### config.mk
export PLATFORM = sky130hd
export DESIGN_NAME = spdif_rx_aux_tdm_output
export DESIGN_NICKNAME = d
export VERILOG_FILES = /design/src/verilog/aux_tdm_pkg.sv /design/src/verilog/clock_pin_sync.sv /design/src/verilog/spdif_rx_aux_tdm_output.sv
export SDC_FILE = /design/constraint.sdc
export NUM_CORES = 1
export LEC_CHECK = 0
export BUFFER_PORTS_ARGS = -buffer_cell sky130_fd_sc_hd__buf_2
export CORE_MARGIN = 3
export CORE_UTILIZATION = 53
export CTS_CLUSTER_SIZE = 8
export DETAILED_ROUTE_END_ITERATION = 6
export GPL_ROUTABILITY_DRIVEN = 0
export PLACE_DENSITY = 0.72
export SLEW_MARGIN = 20
export SYNTH_ARGS = -nofsm -noshare
export SYNTH_HDL_FRONTEND = slang
export SYNTH_SLANG_ARGS = --single-unit
### constraint.sdc
create_clock -name core_clk -period 1.9 [get_ports core_clk]
set_clock_uncertainty 0.05 [all_clocks]
set_input_delay 0 -clock core_clk [delete_from_list [all_inputs] [get_ports core_clk]]
set_output_delay 0 -clock core_clk [all_outputs]
set_load 0.02 [all_outputs]
### src/verilog/aux_tdm_pkg.sv
// Constants for the auxiliary TDM formatter: register map, field layout,
// reset values, slot layout and output select codes.
// Assumes a 16-bit register port and a 20 MHz core clock.
package aux_tdm_pkg;

  // ----------------------------------------------------------------------
  // Register map
  // ----------------------------------------------------------------------
  localparam int ADDR_BITS = 16;
  localparam int DATA_BITS = 16;
  localparam logic [15:0] RX_RATE_ADDR = 16'hf606;
  localparam logic [15:0] TX_RATE_ADDR = 16'hf607;
  localparam logic [15:0] AUX_CTRL_ADDR = 16'hf608;
  localparam logic [15:0] AUX_STATUS_ADDR = 16'hf609;
  localparam logic RX_HALVE_RESET = 1'h1;
  localparam logic TX_HALVE_RESET = 1'h1;
  localparam logic [4:0] AUX_CTRL_RESET = 5'h00;

  // ----------------------------------------------------------------------
  // Field positions
  // ----------------------------------------------------------------------
  localparam int HALVE_BIT = 0;
  localparam int PIN_SEL_LSB = 0;
  localparam int PIN_SEL_BITS = 4;
  localparam int CLK_SRC_BIT = 4;
  localparam int CTRL_BITS = 5;
  localparam int STAT_HELD_BIT = 0;
  localparam int STAT_ACTIVE_BIT = 1;

  // ----------------------------------------------------------------------
  // Output select codes, one-hot per serial output
  // ----------------------------------------------------------------------
  localparam int OUT_PINS = 4;
  localparam logic [3:0] SEL_OFF = 4'h0;
  localparam logic [3:0] SEL_OUT0 = 4'h1;
  localparam logic [3:0] SEL_OUT1 = 4'h2;
  localparam logic [3:0] SEL_OUT2 = 4'h4;
  localparam logic [3:0] SEL_OUT3 = 4'h8;

  // ----------------------------------------------------------------------
  // TDM frame layout
  // ----------------------------------------------------------------------
  localparam int SLOTS = 8;
  localparam int SLOT_BITS = 32;
  localparam int FRAME_BITS = SLOTS * SLOT_BITS;
  localparam int AUDIO_BITS = 24;
  localparam int AUX_BITS = 4;
  localparam int PAD_BITS = 8;
  localparam int AUX_LEAD = 20;
  localparam int TYPE_LEAD = 22;
  localparam int BLOCK_LEAD = 23;
  localparam int SLOT_LEFT = 0;
  localparam int SLOT_LEFT_AUX = 1;
  localparam int SLOT_TYPE = 2;
  localparam int SLOT_PAD_A = 3;
  localparam int SLOT_RIGHT = 4;
  localparam int SLOT_RIGHT_AUX = 5;
  localparam int SLOT_PAD_B = 6;
  localparam int SLOT_BLOCK = 7;

  // Clock inputs passed through the synchroniser
  localparam int CLK_PINS = 4;

  function automatic int slot_msb(input int k);
    return FRAME_BITS - 1 - k * SLOT_BITS;
  endfunction

endpackage

### src/verilog/clock_pin_sync.sv
// Two-flop synchroniser for the recovered and generated clock pins.
// Assumes the pins are slow against core_clk (several cycles per level).
`timescale 1ns/100ps
module clock_pin_sync (
  input wire logic core_clk,
  input wire logic rst,
  input wire logic [aux_tdm_pkg::CLK_PINS-1:0] pin_in,
  output logic [aux_tdm_pkg::CLK_PINS-1:0] pin_sync
);

  // ----------------------------------------------------------------------
  // Per pin stages
  // ----------------------------------------------------------------------
  // The first stage feeds the second only, to keep metastability contained
  genvar i;
  generate
    for (i = 0; i < aux_tdm_pkg::CLK_PINS; i++) begin : g_pin
      logic meta_reg;
      logic sync_reg;
      always_ff @(posedge core_clk) begin
        if (rst) begin
          meta_reg <= 1'b0;
          sync_reg <= 1'b0;
        end else begin
          meta_reg <= pin_in[i];
          sync_reg <= meta_reg;
        end
      end
      assign pin_sync[i] = sync_reg;
    end
  endgenerate

endmodule

### src/verilog/spdif_rx_aux_tdm_output.sv
// Auxiliary TDM output of the S/PDIF receiver: register port, working
// clock rate ticks and the eight-slot TDM serialiser.
// Assumes decoded frame data arrive on core_clk with a one-cycle strobe,
// and the TDM clocks are pins sampled through synchronisers.
`timescale 1ns/100ps
module spdif_rx_aux_tdm_output (
  input wire logic core_clk,
  input wire logic rst,
  input wire logic [aux_tdm_pkg::ADDR_BITS-1:0] reg_addr,
  input wire logic [aux_tdm_pkg::DATA_BITS-1:0] reg_wdata,
  input wire logic reg_wr,
  input wire logic reg_rd,
  output logic [aux_tdm_pkg::DATA_BITS-1:0] reg_rdata,
  input wire logic [aux_tdm_pkg::AUDIO_BITS-1:0] rx_left_audio,
  input wire logic [aux_tdm_pkg::AUDIO_BITS-1:0] rx_right_audio,
  input wire logic [aux_tdm_pkg::AUX_BITS-1:0] rx_left_aux,
  input wire logic [aux_tdm_pkg::AUX_BITS-1:0] rx_right_aux,
  input wire logic rx_compr_type,
  input wire logic rx_audio_type,
  input wire logic rx_block_start,
  input wire logic rx_frame_valid,
  input wire logic spdif_bit_clock,
  input wire logic spdif_frame_clock,
  input wire logic gen3_bit_clock,
  input wire logic gen3_frame_clock,
  output logic rx_clock_halve,
  output logic tx_clock_halve,
  output logic rx_clock_tick,
  output logic tx_clock_tick,
  output logic [aux_tdm_pkg::OUT_PINS-1:0] serial_data_output_n,
  output logic [aux_tdm_pkg::OUT_PINS-1:0] serial_output_bit_clock_n,
  output logic [aux_tdm_pkg::OUT_PINS-1:0] serial_output_frame_clock_n
);

  // ----------------------------------------------------------------------
  // Declarations
  // ----------------------------------------------------------------------
  logic rx_halve_reg;
  logic tx_halve_reg;
  logic [aux_tdm_pkg::CTRL_BITS-1:0] ctrl_reg;
  logic [aux_tdm_pkg::DATA_BITS-1:0] rdata_reg;
  logic [aux_tdm_pkg::DATA_BITS-1:0] rdata_next;
  logic phase_reg;
  logic rx_tick_reg;
  logic tx_tick_reg;
  logic [aux_tdm_pkg::AUDIO_BITS-1:0] left_hold_reg;
  logic [aux_tdm_pkg::AUDIO_BITS-1:0] right_hold_reg;
  logic [aux_tdm_pkg::AUX_BITS-1:0] left_aux_reg;
  logic [aux_tdm_pkg::AUX_BITS-1:0] right_aux_reg;
  logic compr_reg;
  logic atype_reg;
  logic block_reg;
  logic held_reg;
  logic [aux_tdm_pkg::CLK_PINS-1:0] pins_sync;
  logic bclk_sel;
  logic lrclk_sel;
  logic bclk_prev_reg;
  logic lrclk_prev_reg;
  logic bclk_fall;
  logic lrclk_rise;
  logic pending_reg;
  logic load_now;
  logic [aux_tdm_pkg::FRAME_BITS-1:0] frame_word;
  logic [aux_tdm_pkg::FRAME_BITS-1:0] shift_reg;
  logic [aux_tdm_pkg::PIN_SEL_BITS-1:0] pin_sel;
  logic clk_src;
  logic tdm_active;
  logic [aux_tdm_pkg::OUT_PINS-1:0] sdata_reg;
  logic [aux_tdm_pkg::OUT_PINS-1:0] bclk_reg;
  logic [aux_tdm_pkg::OUT_PINS-1:0] lrclk_reg;

  function automatic logic [aux_tdm_pkg::SLOT_BITS-1:0] slot_of(
    input logic [aux_tdm_pkg::FRAME_BITS-1:0] f, input int k);
    return f[aux_tdm_pkg::slot_msb(k) -: aux_tdm_pkg::SLOT_BITS];
  endfunction

  // ----------------------------------------------------------------------
  // Register port
  // ----------------------------------------------------------------------
  always_ff @(posedge core_clk) begin
    if (rst) begin
      rx_halve_reg <= aux_tdm_pkg::RX_HALVE_RESET;
    end else if (reg_wr && reg_addr == aux_tdm_pkg::RX_RATE_ADDR) begin
      rx_halve_reg <= reg_wdata[aux_tdm_pkg::HALVE_BIT];
    end
  end

  always_ff @(posedge core_clk) begin
    if (rst) begin
      tx_halve_reg <= aux_tdm_pkg::TX_HALVE_RESET;
    end else if (reg_wr && reg_addr == aux_tdm_pkg::TX_RATE_ADDR) begin
      tx_halve_reg <= reg_wdata[aux_tdm_pkg::HALVE_BIT];
    end
  end

  always_ff @(posedge core_clk) begin
    if (rst) begin
      ctrl_reg <= aux_tdm_pkg::AUX_CTRL_RESET;
    end else if (reg_wr && reg_addr == aux_tdm_pkg::AUX_CTRL_ADDR) begin
      ctrl_reg <= reg_wdata[aux_tdm_pkg::CTRL_BITS-1:0];
    end
  end

  // Reserved bits read as zero; unmapped addresses read as zero
  always_comb begin
    rdata_next = '0;
    unique case (reg_addr)
      aux_tdm_pkg::RX_RATE_ADDR: begin
        rdata_next[aux_tdm_pkg::HALVE_BIT] = rx_halve_reg;
      end
      aux_tdm_pkg::TX_RATE_ADDR: begin
        rdata_next[aux_tdm_pkg::HALVE_BIT] = tx_halve_reg;
      end
      aux_tdm_pkg::AUX_CTRL_ADDR: begin
        rdata_next[aux_tdm_pkg::CTRL_BITS-1:0] = ctrl_reg;
      end
      aux_tdm_pkg::AUX_STATUS_ADDR: begin
        rdata_next[aux_tdm_pkg::STAT_HELD_BIT] = held_reg;
        rdata_next[aux_tdm_pkg::STAT_ACTIVE_BIT] = tdm_active;
      end
      default: begin
        rdata_next = '0;
      end
    endcase
  end

  // Read data stand for the one cycle after the strobe only
  always_ff @(posedge core_clk) begin
    if (rst) begin
      rdata_reg <= '0;
    end else if (reg_rd) begin
      rdata_reg <= rdata_next;
    end else begin
      rdata_reg <= '0;
    end
  end

  assign reg_rdata = rdata_reg;

  // ----------------------------------------------------------------------
  // Working clock rate ticks
  // ----------------------------------------------------------------------
  // Both ticks share one phase so halved rx and tx stay in step
  always_ff @(posedge core_clk) begin
    if (rst) begin
      phase_reg <= 1'b0;
      rx_tick_reg <= 1'b0;
      tx_tick_reg <= 1'b0;
    end else begin
      phase_reg <= ~phase_reg;
      rx_tick_reg <= ~rx_halve_reg | phase_reg;
      tx_tick_reg <= ~tx_halve_reg | phase_reg;
    end
  end

  assign rx_clock_halve = rx_halve_reg;
  assign tx_clock_halve = tx_halve_reg;
  assign rx_clock_tick = rx_tick_reg;
  assign tx_clock_tick = tx_tick_reg;

  // ----------------------------------------------------------------------
  // Decoded frame snapshot
  // ----------------------------------------------------------------------
  // One strobe captures every field, so no slot mixes two frames
  always_ff @(posedge core_clk) begin
    if (rst) begin
      left_hold_reg <= '0;
      right_hold_reg <= '0;
      left_aux_reg <= '0;
      right_aux_reg <= '0;
      compr_reg <= 1'b0;
      atype_reg <= 1'b0;
      block_reg <= 1'b0;
      held_reg <= 1'b0;
    end else if (rx_frame_valid) begin
      left_hold_reg <= rx_left_audio;
      right_hold_reg <= rx_right_audio;
      left_aux_reg <= rx_left_aux;
      right_aux_reg <= rx_right_aux;
      compr_reg <= rx_compr_type;
      atype_reg <= rx_audio_type;
      block_reg <= rx_block_start;
      held_reg <= 1'b1;
    end
  end

  always_comb begin
    frame_word = '0;
    frame_word[aux_tdm_pkg::slot_msb(aux_tdm_pkg::SLOT_LEFT)
      -: aux_tdm_pkg::SLOT_BITS] =
      {left_hold_reg, {aux_tdm_pkg::PAD_BITS{1'b0}}};
    frame_word[aux_tdm_pkg::slot_msb(aux_tdm_pkg::SLOT_LEFT_AUX)
      -: aux_tdm_pkg::SLOT_BITS] = {{aux_tdm_pkg::AUX_LEAD{1'b0}},
      left_aux_reg, {aux_tdm_pkg::PAD_BITS{1'b0}}};
    frame_word[aux_tdm_pkg::slot_msb(aux_tdm_pkg::SLOT_TYPE)
      -: aux_tdm_pkg::SLOT_BITS] = {{aux_tdm_pkg::TYPE_LEAD{1'b0}},
      compr_reg, atype_reg, {aux_tdm_pkg::PAD_BITS{1'b0}}};
    frame_word[aux_tdm_pkg::slot_msb(aux_tdm_pkg::SLOT_RIGHT)
      -: aux_tdm_pkg::SLOT_BITS] =
      {right_hold_reg, {aux_tdm_pkg::PAD_BITS{1'b0}}};
    frame_word[aux_tdm_pkg::slot_msb(aux_tdm_pkg::SLOT_RIGHT_AUX)
      -: aux_tdm_pkg::SLOT_BITS] = {{aux_tdm_pkg::AUX_LEAD{1'b0}},
      right_aux_reg, {aux_tdm_pkg::PAD_BITS{1'b0}}};
    frame_word[aux_tdm_pkg::slot_msb(aux_tdm_pkg::SLOT_BLOCK)
      -: aux_tdm_pkg::SLOT_BITS] = {{aux_tdm_pkg::BLOCK_LEAD{1'b0}},
      block_reg, {aux_tdm_pkg::PAD_BITS{1'b0}}};
  end

  // ----------------------------------------------------------------------
  // TDM clock selection and serialiser
  // ----------------------------------------------------------------------
  clock_pin_sync u_sync (
    .core_clk(core_clk),
    .rst(rst),
    .pin_in({gen3_frame_clock, gen3_bit_clock,
             spdif_frame_clock, spdif_bit_clock}),
    .pin_sync(pins_sync)
  );

  assign pin_sel = ctrl_reg[aux_tdm_pkg::PIN_SEL_LSB +:
                            aux_tdm_pkg::PIN_SEL_BITS];
  assign clk_src = ctrl_reg[aux_tdm_pkg::CLK_SRC_BIT];
  // Illegal codes with several bits set are treated as off
  assign tdm_active = (pin_sel == aux_tdm_pkg::SEL_OUT0) ||
                      (pin_sel == aux_tdm_pkg::SEL_OUT1) ||
                      (pin_sel == aux_tdm_pkg::SEL_OUT2) ||
                      (pin_sel == aux_tdm_pkg::SEL_OUT3);
  // Generator 3 must already run from the receiver reference
  assign bclk_sel = clk_src ? pins_sync[2] : pins_sync[0];
  assign lrclk_sel = clk_src ? pins_sync[3] : pins_sync[1];

  always_ff @(posedge core_clk) begin
    if (rst) begin
      bclk_prev_reg <= 1'b0;
      lrclk_prev_reg <= 1'b0;
    end else begin
      bclk_prev_reg <= bclk_sel;
      lrclk_prev_reg <= lrclk_sel;
    end
  end

  assign bclk_fall = bclk_prev_reg & ~bclk_sel;
  assign lrclk_rise = ~lrclk_prev_reg & lrclk_sel;
  assign load_now = pending_reg | lrclk_rise;

  // A frame clock rise in the same cycle as the load still counts
  always_ff @(posedge core_clk) begin
    if (rst) begin
      pending_reg <= 1'b0;
    end else if (bclk_fall) begin
      pending_reg <= 1'b0;
    end else if (lrclk_rise) begin
      pending_reg <= 1'b1;
    end
  end

  always_ff @(posedge core_clk) begin
    if (rst) begin
      shift_reg <= '0;
    end else if (bclk_fall && load_now) begin
      shift_reg <= frame_word;
    end else if (bclk_fall) begin
      shift_reg <= {shift_reg[aux_tdm_pkg::FRAME_BITS-2:0], 1'b0};
    end
  end

  // Only the one selected port is driven; all others stay low
  genvar p;
  generate
    for (p = 0; p < aux_tdm_pkg::OUT_PINS; p++) begin : g_out
      always_ff @(posedge core_clk) begin
        if (rst) begin
          sdata_reg[p] <= 1'b0;
          bclk_reg[p] <= 1'b0;
          lrclk_reg[p] <= 1'b0;
        end else if (tdm_active && pin_sel[p]) begin
          sdata_reg[p] <=
            shift_reg[aux_tdm_pkg::FRAME_BITS-1];
          bclk_reg[p] <= bclk_sel;
          lrclk_reg[p] <= lrclk_sel;
        end else begin
          sdata_reg[p] <= 1'b0;
          bclk_reg[p] <= 1'b0;
          lrclk_reg[p] <= 1'b0;
        end
      end
    end
  endgenerate

  assign serial_data_output_n = sdata_reg;
  assign serial_output_bit_clock_n = bclk_reg;
  assign serial_output_frame_clock_n = lrclk_reg;

  // ----------------------------------------------------------------------
  // Assertions
  // ----------------------------------------------------------------------
  a_rx_half_rate: assert property (@(posedge core_clk) disable iff (rst)
    $past(rx_halve_reg) && rx_halve_reg && rx_clock_tick |=> !rx_clock_tick)
    else $error("rx tick not halved");
  a_rx_full_rate: assert property (@(posedge core_clk) disable iff (rst)
    !rx_halve_reg |=> rx_clock_tick)
    else $error("rx tick missing at full rate");
  a_tx_rate_pick: assert property (@(posedge core_clk) disable iff (rst)
    tx_clock_tick == (!$past(tx_halve_reg) || $past(phase_reg)))
    else $error("tx tick wrong for rate select");
  a_rate_reset_one: assert property (@(posedge core_clk) disable iff (rst)
    $past(rst) |-> rx_halve_reg && tx_halve_reg)
    else $error("rate selects not one after reset");
  a_serial_msb_out: assert property (@(posedge core_clk) disable iff (rst)
    tdm_active && $stable(pin_sel) |=>
    (|serial_data_output_n) == $past(shift_reg[aux_tdm_pkg::FRAME_BITS-1]))
    else $error("serial data not the frame msb");
  a_left_slot: assert property (@(posedge core_clk) disable iff (rst)
    bclk_fall && load_now |=> slot_of(shift_reg, aux_tdm_pkg::SLOT_LEFT) ==
    {$past(left_hold_reg), {aux_tdm_pkg::PAD_BITS{1'b0}}})
    else $error("left audio slot wrong");
  a_left_aux_slot: assert property (@(posedge core_clk) disable iff (rst)
    bclk_fall && load_now |=> slot_of(shift_reg, aux_tdm_pkg::SLOT_LEFT_AUX)
    == {{aux_tdm_pkg::AUX_LEAD{1'b0}}, $past(left_aux_reg),
        {aux_tdm_pkg::PAD_BITS{1'b0}}})
    else $error("left aux slot wrong");
  a_type_slot: assert property (@(posedge core_clk) disable iff (rst)
    bclk_fall && load_now |=> slot_of(shift_reg, aux_tdm_pkg::SLOT_TYPE) ==
    {{aux_tdm_pkg::TYPE_LEAD{1'b0}}, $past(compr_reg), $past(atype_reg),
     {aux_tdm_pkg::PAD_BITS{1'b0}}})
    else $error("type slot wrong");
  a_zero_slots: assert property (@(posedge core_clk) disable iff (rst)
    bclk_fall && load_now |=>
    slot_of(shift_reg, aux_tdm_pkg::SLOT_PAD_A) == '0 &&
    slot_of(shift_reg, aux_tdm_pkg::SLOT_PAD_B) == '0)
    else $error("zero slots not zero");
  a_right_slot: assert property (@(posedge core_clk) disable iff (rst)
    bclk_fall && load_now |=> slot_of(shift_reg, aux_tdm_pkg::SLOT_RIGHT) ==
    {$past(right_hold_reg), {aux_tdm_pkg::PAD_BITS{1'b0}}})
    else $error("right audio slot wrong");
  a_right_aux_slot: assert property (@(posedge core_clk) disable iff (rst)
    bclk_fall && load_now |=> slot_of(shift_reg, aux_tdm_pkg::SLOT_RIGHT_AUX)
    == {{aux_tdm_pkg::AUX_LEAD{1'b0}}, $past(right_aux_reg),
        {aux_tdm_pkg::PAD_BITS{1'b0}}})
    else $error("right aux slot wrong");
  a_block_slot: assert property (@(posedge core_clk) disable iff (rst)
    bclk_fall && load_now |=> slot_of(shift_reg, aux_tdm_pkg::SLOT_BLOCK) ==
    {{aux_tdm_pkg::BLOCK_LEAD{1'b0}}, $past(block_reg),
     {aux_tdm_pkg::PAD_BITS{1'b0}}})
    else $error("block start slot wrong");
  a_one_port_only: assert property (@(posedge core_clk) disable iff (rst)
    tdm_active |=> ((serial_output_bit_clock_n | serial_output_frame_clock_n
    | serial_data_output_n) & ~$past(pin_sel)) == '0)
    else $error("unselected port driven");
  a_disabled_quiet: assert property (@(posedge core_clk) disable iff (rst)
    !tdm_active |=> serial_data_output_n == '0 &&
    serial_output_bit_clock_n == '0 && serial_output_frame_clock_n == '0)
    else $error("output active while disabled");
  a_clock_source: assert property (@(posedge core_clk) disable iff (rst)
    tdm_active |=> (|serial_output_bit_clock_n) ==
    ($past(clk_src) ? $past(pins_sync[2]) : $past(pins_sync[0])))
    else $error("bit clock from wrong source");
  a_one_frame_snap: assert property (@(posedge core_clk) disable iff (rst)
    rx_frame_valid |=> left_hold_reg == $past(rx_left_audio) &&
    right_hold_reg == $past(rx_right_audio) && block_reg ==
    $past(rx_block_start))
    else $error("snapshot fields not from one frame");

  c_load_recovered: cover property (@(posedge core_clk) disable iff (rst)
    bclk_fall && load_now && tdm_active && !clk_src);
  c_load_generator: cover property (@(posedge core_clk) disable iff (rst)
    bclk_fall && load_now && tdm_active && clk_src);
  c_frame_then_load: cover property (@(posedge core_clk) disable iff (rst)
    rx_frame_valid ##[1:200] (bclk_fall && load_now));
  c_rate_change: cover property (@(posedge core_clk) disable iff (rst)
    $fell(rx_halve_reg));

endmodule

Word-level counts from Yosys, hierarchy flattened --
Cells that the tools add are included.
Cells by class: reduce and logical (&&, ||, !) cells 20, bitwise operators 16, eq/ne operators 8, mux-type cells 6
Operators with widths (count):
- $mux W256 | 2
- $eq A16 B16 Y1 const B | 4
- $reduce_or A2 Y1 | 7
- $not A1 Y1 | 11
- $logic_and A1 B1 Y1 | 8
- $eq A4 B1 Y1 const B | 1
- $eq A4 B2 Y1 const B | 1
- $eq A4 B3 Y1 const B | 1
- $eq A4 B4 Y1 const B | 1
- $pmux W1 S4 | 1
- $logic_or A1 B1 Y1 | 3
- $or A1 B1 Y1 | 3
- $reduce_or A3 Y1 | 1
- $and A1 B1 Y1 | 2
- $mux W1 | 2
- $pmux W1 S2 | 1
- $reduce_bool A2 Y1 | 1
Word-level totals: bits in registers 357, output and inout port bits 32, logic and storage cells 92, input port bits 100

Depth between registers and ports, before layout --
depth after elaboration 7, mapped depth 8, depth with buffers taken out 4

Modules after synthesis --
Synthesis repeated with hierarchy kept, for this count alone.
Second synthesis, totals: cell total of the unflattened synthesis 1498, area total of the unflattened synthesis 12934.9 um^2
Modules (own cells, without submodules):
- spdif_rx_aux_tdm_output | cells each 1478, area each 12694.7 um^2, times used 1
- clock_pin_sync | cells each 20, area each 240.2 um^2, times used 1

Worst setup path before layout --
No wires, ideal clock.
path kind reg-to-reg, start point register ctrl_reg[4] (netlist name), end point register shift_reg[188] (netlist name), slack 99 ps, arrival 1685 ps, buffers on the path 4, stages on the path, launching flop included 9, library setup time 66 ps, period minus slack after synthesis 1801 ps, path through dfxtp_1 mux2_4 a21o_1 buf_2 a21o_1 buf_2 buf_6 buf_6 a21oi_2
On the way: longest elaborated chain between the ends 5, elaborated cells between the ends (all ways) 8, classes of those cells mux: 2; bitwise: 4; reduce/logical: 2
RTL lines:
- start, declared | line spdif_rx_aux_tdm_output.sv:40 | logic [aux_tdm_pkg::CTRL_BITS-1:0] ctrl_reg;
- start signal, assigned | line spdif_rx_aux_tdm_output.sv:98 | ctrl_reg <= aux_tdm_pkg::AUX_CTRL_RESET;
- start signal, assigned | line spdif_rx_aux_tdm_output.sv:100 | ctrl_reg <= reg_wdata[aux_tdm_pkg::CTRL_BITS-1:0];
- $mux W1, on equally long branches | line spdif_rx_aux_tdm_output.sv:230, spdif_rx_aux_tdm_output.sv:229
- $and A1 B1 Y1 / $not A1 Y1 (equally long branches) | line spdif_rx_aux_tdm_output.sv:243, spdif_rx_aux_tdm_output.sv:242
- $or A1 B1 Y1 / $and A1 B1 Y1 (equally long branches) | line spdif_rx_aux_tdm_output.sv:244, spdif_rx_aux_tdm_output.sv:242
- $logic_and A1 B1 Y1 | line spdif_rx_aux_tdm_output.sv:260 | end else if (bclk_fall && load_now) begin
- $reduce_or A2 Y1 (no line)
- end signal, assigned | line spdif_rx_aux_tdm_output.sv:261 | shift_reg <= frame_word;
- end signal, assigned | line spdif_rx_aux_tdm_output.sv:263 | shift_reg <= {shift_reg[aux_tdm_pkg::FRAME_BITS-2:0], 1'b0};
- end, declared | line spdif_rx_aux_tdm_output.sv:64 | logic [aux_tdm_pkg::FRAME_BITS-1:0] shift_reg;
Parallel ways exist; a longest one is shown, timed or not. A chain may end at the register's enable or synchronous reset.

Worst setup path in the final report --
start point register ctrl_reg[4] (netlist name), end point register shift_reg[122] (netlist name)
On the way: longest elaborated chain between the ends 5, elaborated cells between the ends (all ways) 9, classes of those cells mux: 3; bitwise: 4; reduce/logical: 2
RTL lines (line):
- $mux W1, on equally long branches | spdif_rx_aux_tdm_output.sv:230, spdif_rx_aux_tdm_output.sv:229
- $and A1 B1 Y1 / $not A1 Y1 (equally long branches) | spdif_rx_aux_tdm_output.sv:243, spdif_rx_aux_tdm_output.sv:242
- $or A1 B1 Y1 / $and A1 B1 Y1 (equally long branches) | spdif_rx_aux_tdm_output.sv:244, spdif_rx_aux_tdm_output.sv:242
- $logic_and A1 B1 Y1 | spdif_rx_aux_tdm_output.sv:260
- $mux W256 / $reduce_bool A2 Y1 (equally long branches)
Parallel ways exist; a longest one is shown, timed or not.

==> summary.md <==
## Detailed routing
• **post-detailed-route wirelength per cell** 14.1 um
• **Detailed Routing Iterations Pass 1** 5
• **Routed Wire Length** 28,000 um
• **via-per-instance ratio** 5.27
• **post-route ant nets** 0
• **Starting DRT DRC Count** 812
• **DR vias** 10,500
• **detailed-route DRC error count** 0

## Placed design
• **total placed instance area** 13,800 um2
• **IO Port Bufs** 109
• **pre-CTS setup slack** -0.0543 ns
• **HPWL after detailed placement** 14,800 um
• **cell count after placement** 1,837

## Layout
• **Post-Route Utilization** 68.0%
• **ratio of cells with drive above 1 in the final layout** 18.7%
• **design area** 16,100 um2
• **post-route insts no fill** 1,991
• **most frequent cells in the layout** 386 x nand2_1, 345 x dfxtp_1, 130 x nor2_1
• **fin nets** 1,770
• **flip-flop count of the largest register, all copies and words added** 248
• **Area Growth Syn to Fin** 24.7%
• **antenna diode count** 0
• **most frequent standard cell in the layout excluding fill and tap cells** nand2_1

## Clock network
• **clock tree root buffer cell** clkbuf_16
• **CTS sink cnt** 346
• **CTS tree** done
• **Clock Pin Slew Worst Setup and Hold Paths** 0.05 ns
• **clock latency on the worst-skew pair** 0.54 ns
• **number of buffers created by CTS** 49
• **H-tree depth reported by CTS** 2
• **maximum root-to-sink buffer count** 3

## Power
• **net switching fraction of the power** 22.0%
• **cell-internal power** 12.4 mW
• **worst vdd ir** 0.738 mV
• **share of total power in the clock network** 46.8%
• **sequential power share** 47.2%
• **leakage dissipation** 5.79 nW
• **portion of total power attributed to combinational logic** 5.9%
• **Power Dens Cells** 984 nW/um2
• **sw power** 3.48 mW

## Floorplanning
• **effective utilization at floorplan** 54.5%
• **Core ar.** 23,700 um2
• **Die Y** 162 um
• **die span in x** 162 um
• **FP Rows** 56
• **die area** 26,300 um2
• **num ports** 132

## GRT
• **wire length of the first global-routing pass** 47,500 um
• **pin count of the biggest net entering global routing** 117
• **vias in the first global route** 9,988
• **Remaining Overflow, GRT** 0
• **antenna violations before repair** 0
• **GR Util All Layers** 21.0%

## Critical path
• **largest stage delay on the critical path** 0.39 ns
• **WP data arrival** 2.22 ns
• **largest driver fanout on the critical path** 27
• **cell repeated most along the worst path** buf_12
• **setup slack of the worst register-to-register path** 0.06 ns
• **Startpoint Class** register
• **cell with the biggest individual delay on the critical path** dfxtp_2
• **ordered cell list for the critical path** mux2_4 -> a21oi_4 -> buf_12 -> buf_12 -> nor3_1 -> nor4_1
• **data required time of the worst path** 2.27 ns
• **critical setup path kind** register to register
• **nature of the critical path endpoint** register

## Yosys
• **post-synthesis cell count** 1,495
• **Synth warnings** 0
• **Synth top area share** 53.7%
• **cell area after synthesis** 12,900 um2
• **flop and latch count out of synthesis** 346
• **number of enable flip-flop cells after synthesis** 0
• **sequential-to-total area share from yosys stat** 53.7%
• **most common flop cell mapped by yosys** dfxtp_1
• **cell accounting for the most synthesized area** dfxtp_1
• **distinct cell type count after synthesis** 35
• **biggest area contributors in the synthesized netlist** dfxtp_1 54%, nand2_1 11%, a21oi_2 6.9%
• **fraction of registers with async set/reset** 0%
• **post-synthesis area per instance** 8.63 um2

## STA
• **RSZ-0062 raised after global routing** true
• **minimum setup slack in the final design** 0.0589 ns
• **final clock period utilization by the worst path** 96.9%
• **headroom to the max-slew limit** 63.1%
• **time the worst path needs with I/O delays and setup** 1.84 ns
• **highest attainable clock frequency** 543 MHz
• **worst slew pin tran** 0.553 ns
• **Setup Viol. Count Final** 0
• **Slew Limit Fails** 0
• **total count of hold-check failures in the final report** 0

## Status
• **run status** completed

## Run
• **MaxCap Viol Count** 0

## Min path
• **Hold/Removal Path Class** input port to register

==> critical path: cells and delay by family (launching register included) <==
kind	cells	cell delay (ns)
compound gates	1	0.17
buf+inv	2	0.39
flops	1	0.39
mux	1	0.35
simple gates	2	0.37
==> final timing paths <==
check                      start                 end  cells after the start
hold / removal    rx_frame_valid  right_hold_reg[11]                      4
hold reg to reg        phase_reg           phase_reg                      1
setup reg to reg     ctrl_reg[4]      shift_reg[122]                      6
setup / recovery     ctrl_reg[4]      shift_reg[122]                      6
==> what timing repair did <==
action                                  CTS  global route
gates resized for setup                   2             4
hold endpoints to repair                 85             0
setup buffers                             0             1
endpoints found under the setup margin   89           155
hold buffers                            100             0
==> cell families after synthesis <==
kind of cell,synth area share [%]
muxes,5.16
other,0.0291
DFF,53.7
buffers and inverters,5.21
AOI/OAI and AO/OA,11.0
and+or+nand+nor,25.0
==> per-stage QoR <==
step	TNS, ns	total power [mW]	hold WS [ns]
after floorplan	0	8.14	0.0782
after global placement	0	8.38	0.172
after detailed placement	-1.34	8.40	0.172
after CTS	0	16.0	0.0199
after global routing	-0.0358	16.4	0.0566
final	0	15.8	0.0463
==> power by group through the flow <==
stage          clock [mW]  combinational [mW]  sequential, mW
6_report             7.41               0.941            7.48
5_1_grt              7.87                1.03            7.48
4_1_cts              7.56               0.927            7.48
3_5_place_dp            0               0.781            7.62
3_3_place_gp            0               0.769            7.61
2_1_floorplan           0               0.548            7.60
==> per-layer routing <==
| layer | global-route usage, % | up-vias | wire length, um |
|---|---|---|---|
| li1 | - | 5284 | - |
| met1 | 28.3 | 4908 | 12800 |
| met2 | 34.8 | 246 | 13400 |
| met3 | 3.80 | 58 | 1190 |
| met4 | 6.24 | 0 | 591 |
| met5 | 0 | - | 0 |
==> layout make-up <==
cell class,instances,area (um2)
multi-input combinational,1022,5390
tap,319,399
sequential,346,6930
fill,1800,7590
timing repair buffer,246,2090
clock buffer,49,1230
clock inverter,4,46.3
inverter,5,18.8
==> synthesized netlist by cell type, types with 11 or more instances <==
master,instances
a21oi_1,92
a21oi_2,101
nor2_1,130
buf_4,11
nand2b_1,14
nor4_1,67
buf_6,13
mux2i_1,65
nand2_1,387
buf_1,15
buf_2,15
clkbuf_1,78
dfxtp_1,346
nor3_1,119
Note: power is estimated with default switching activity, not from simulation.
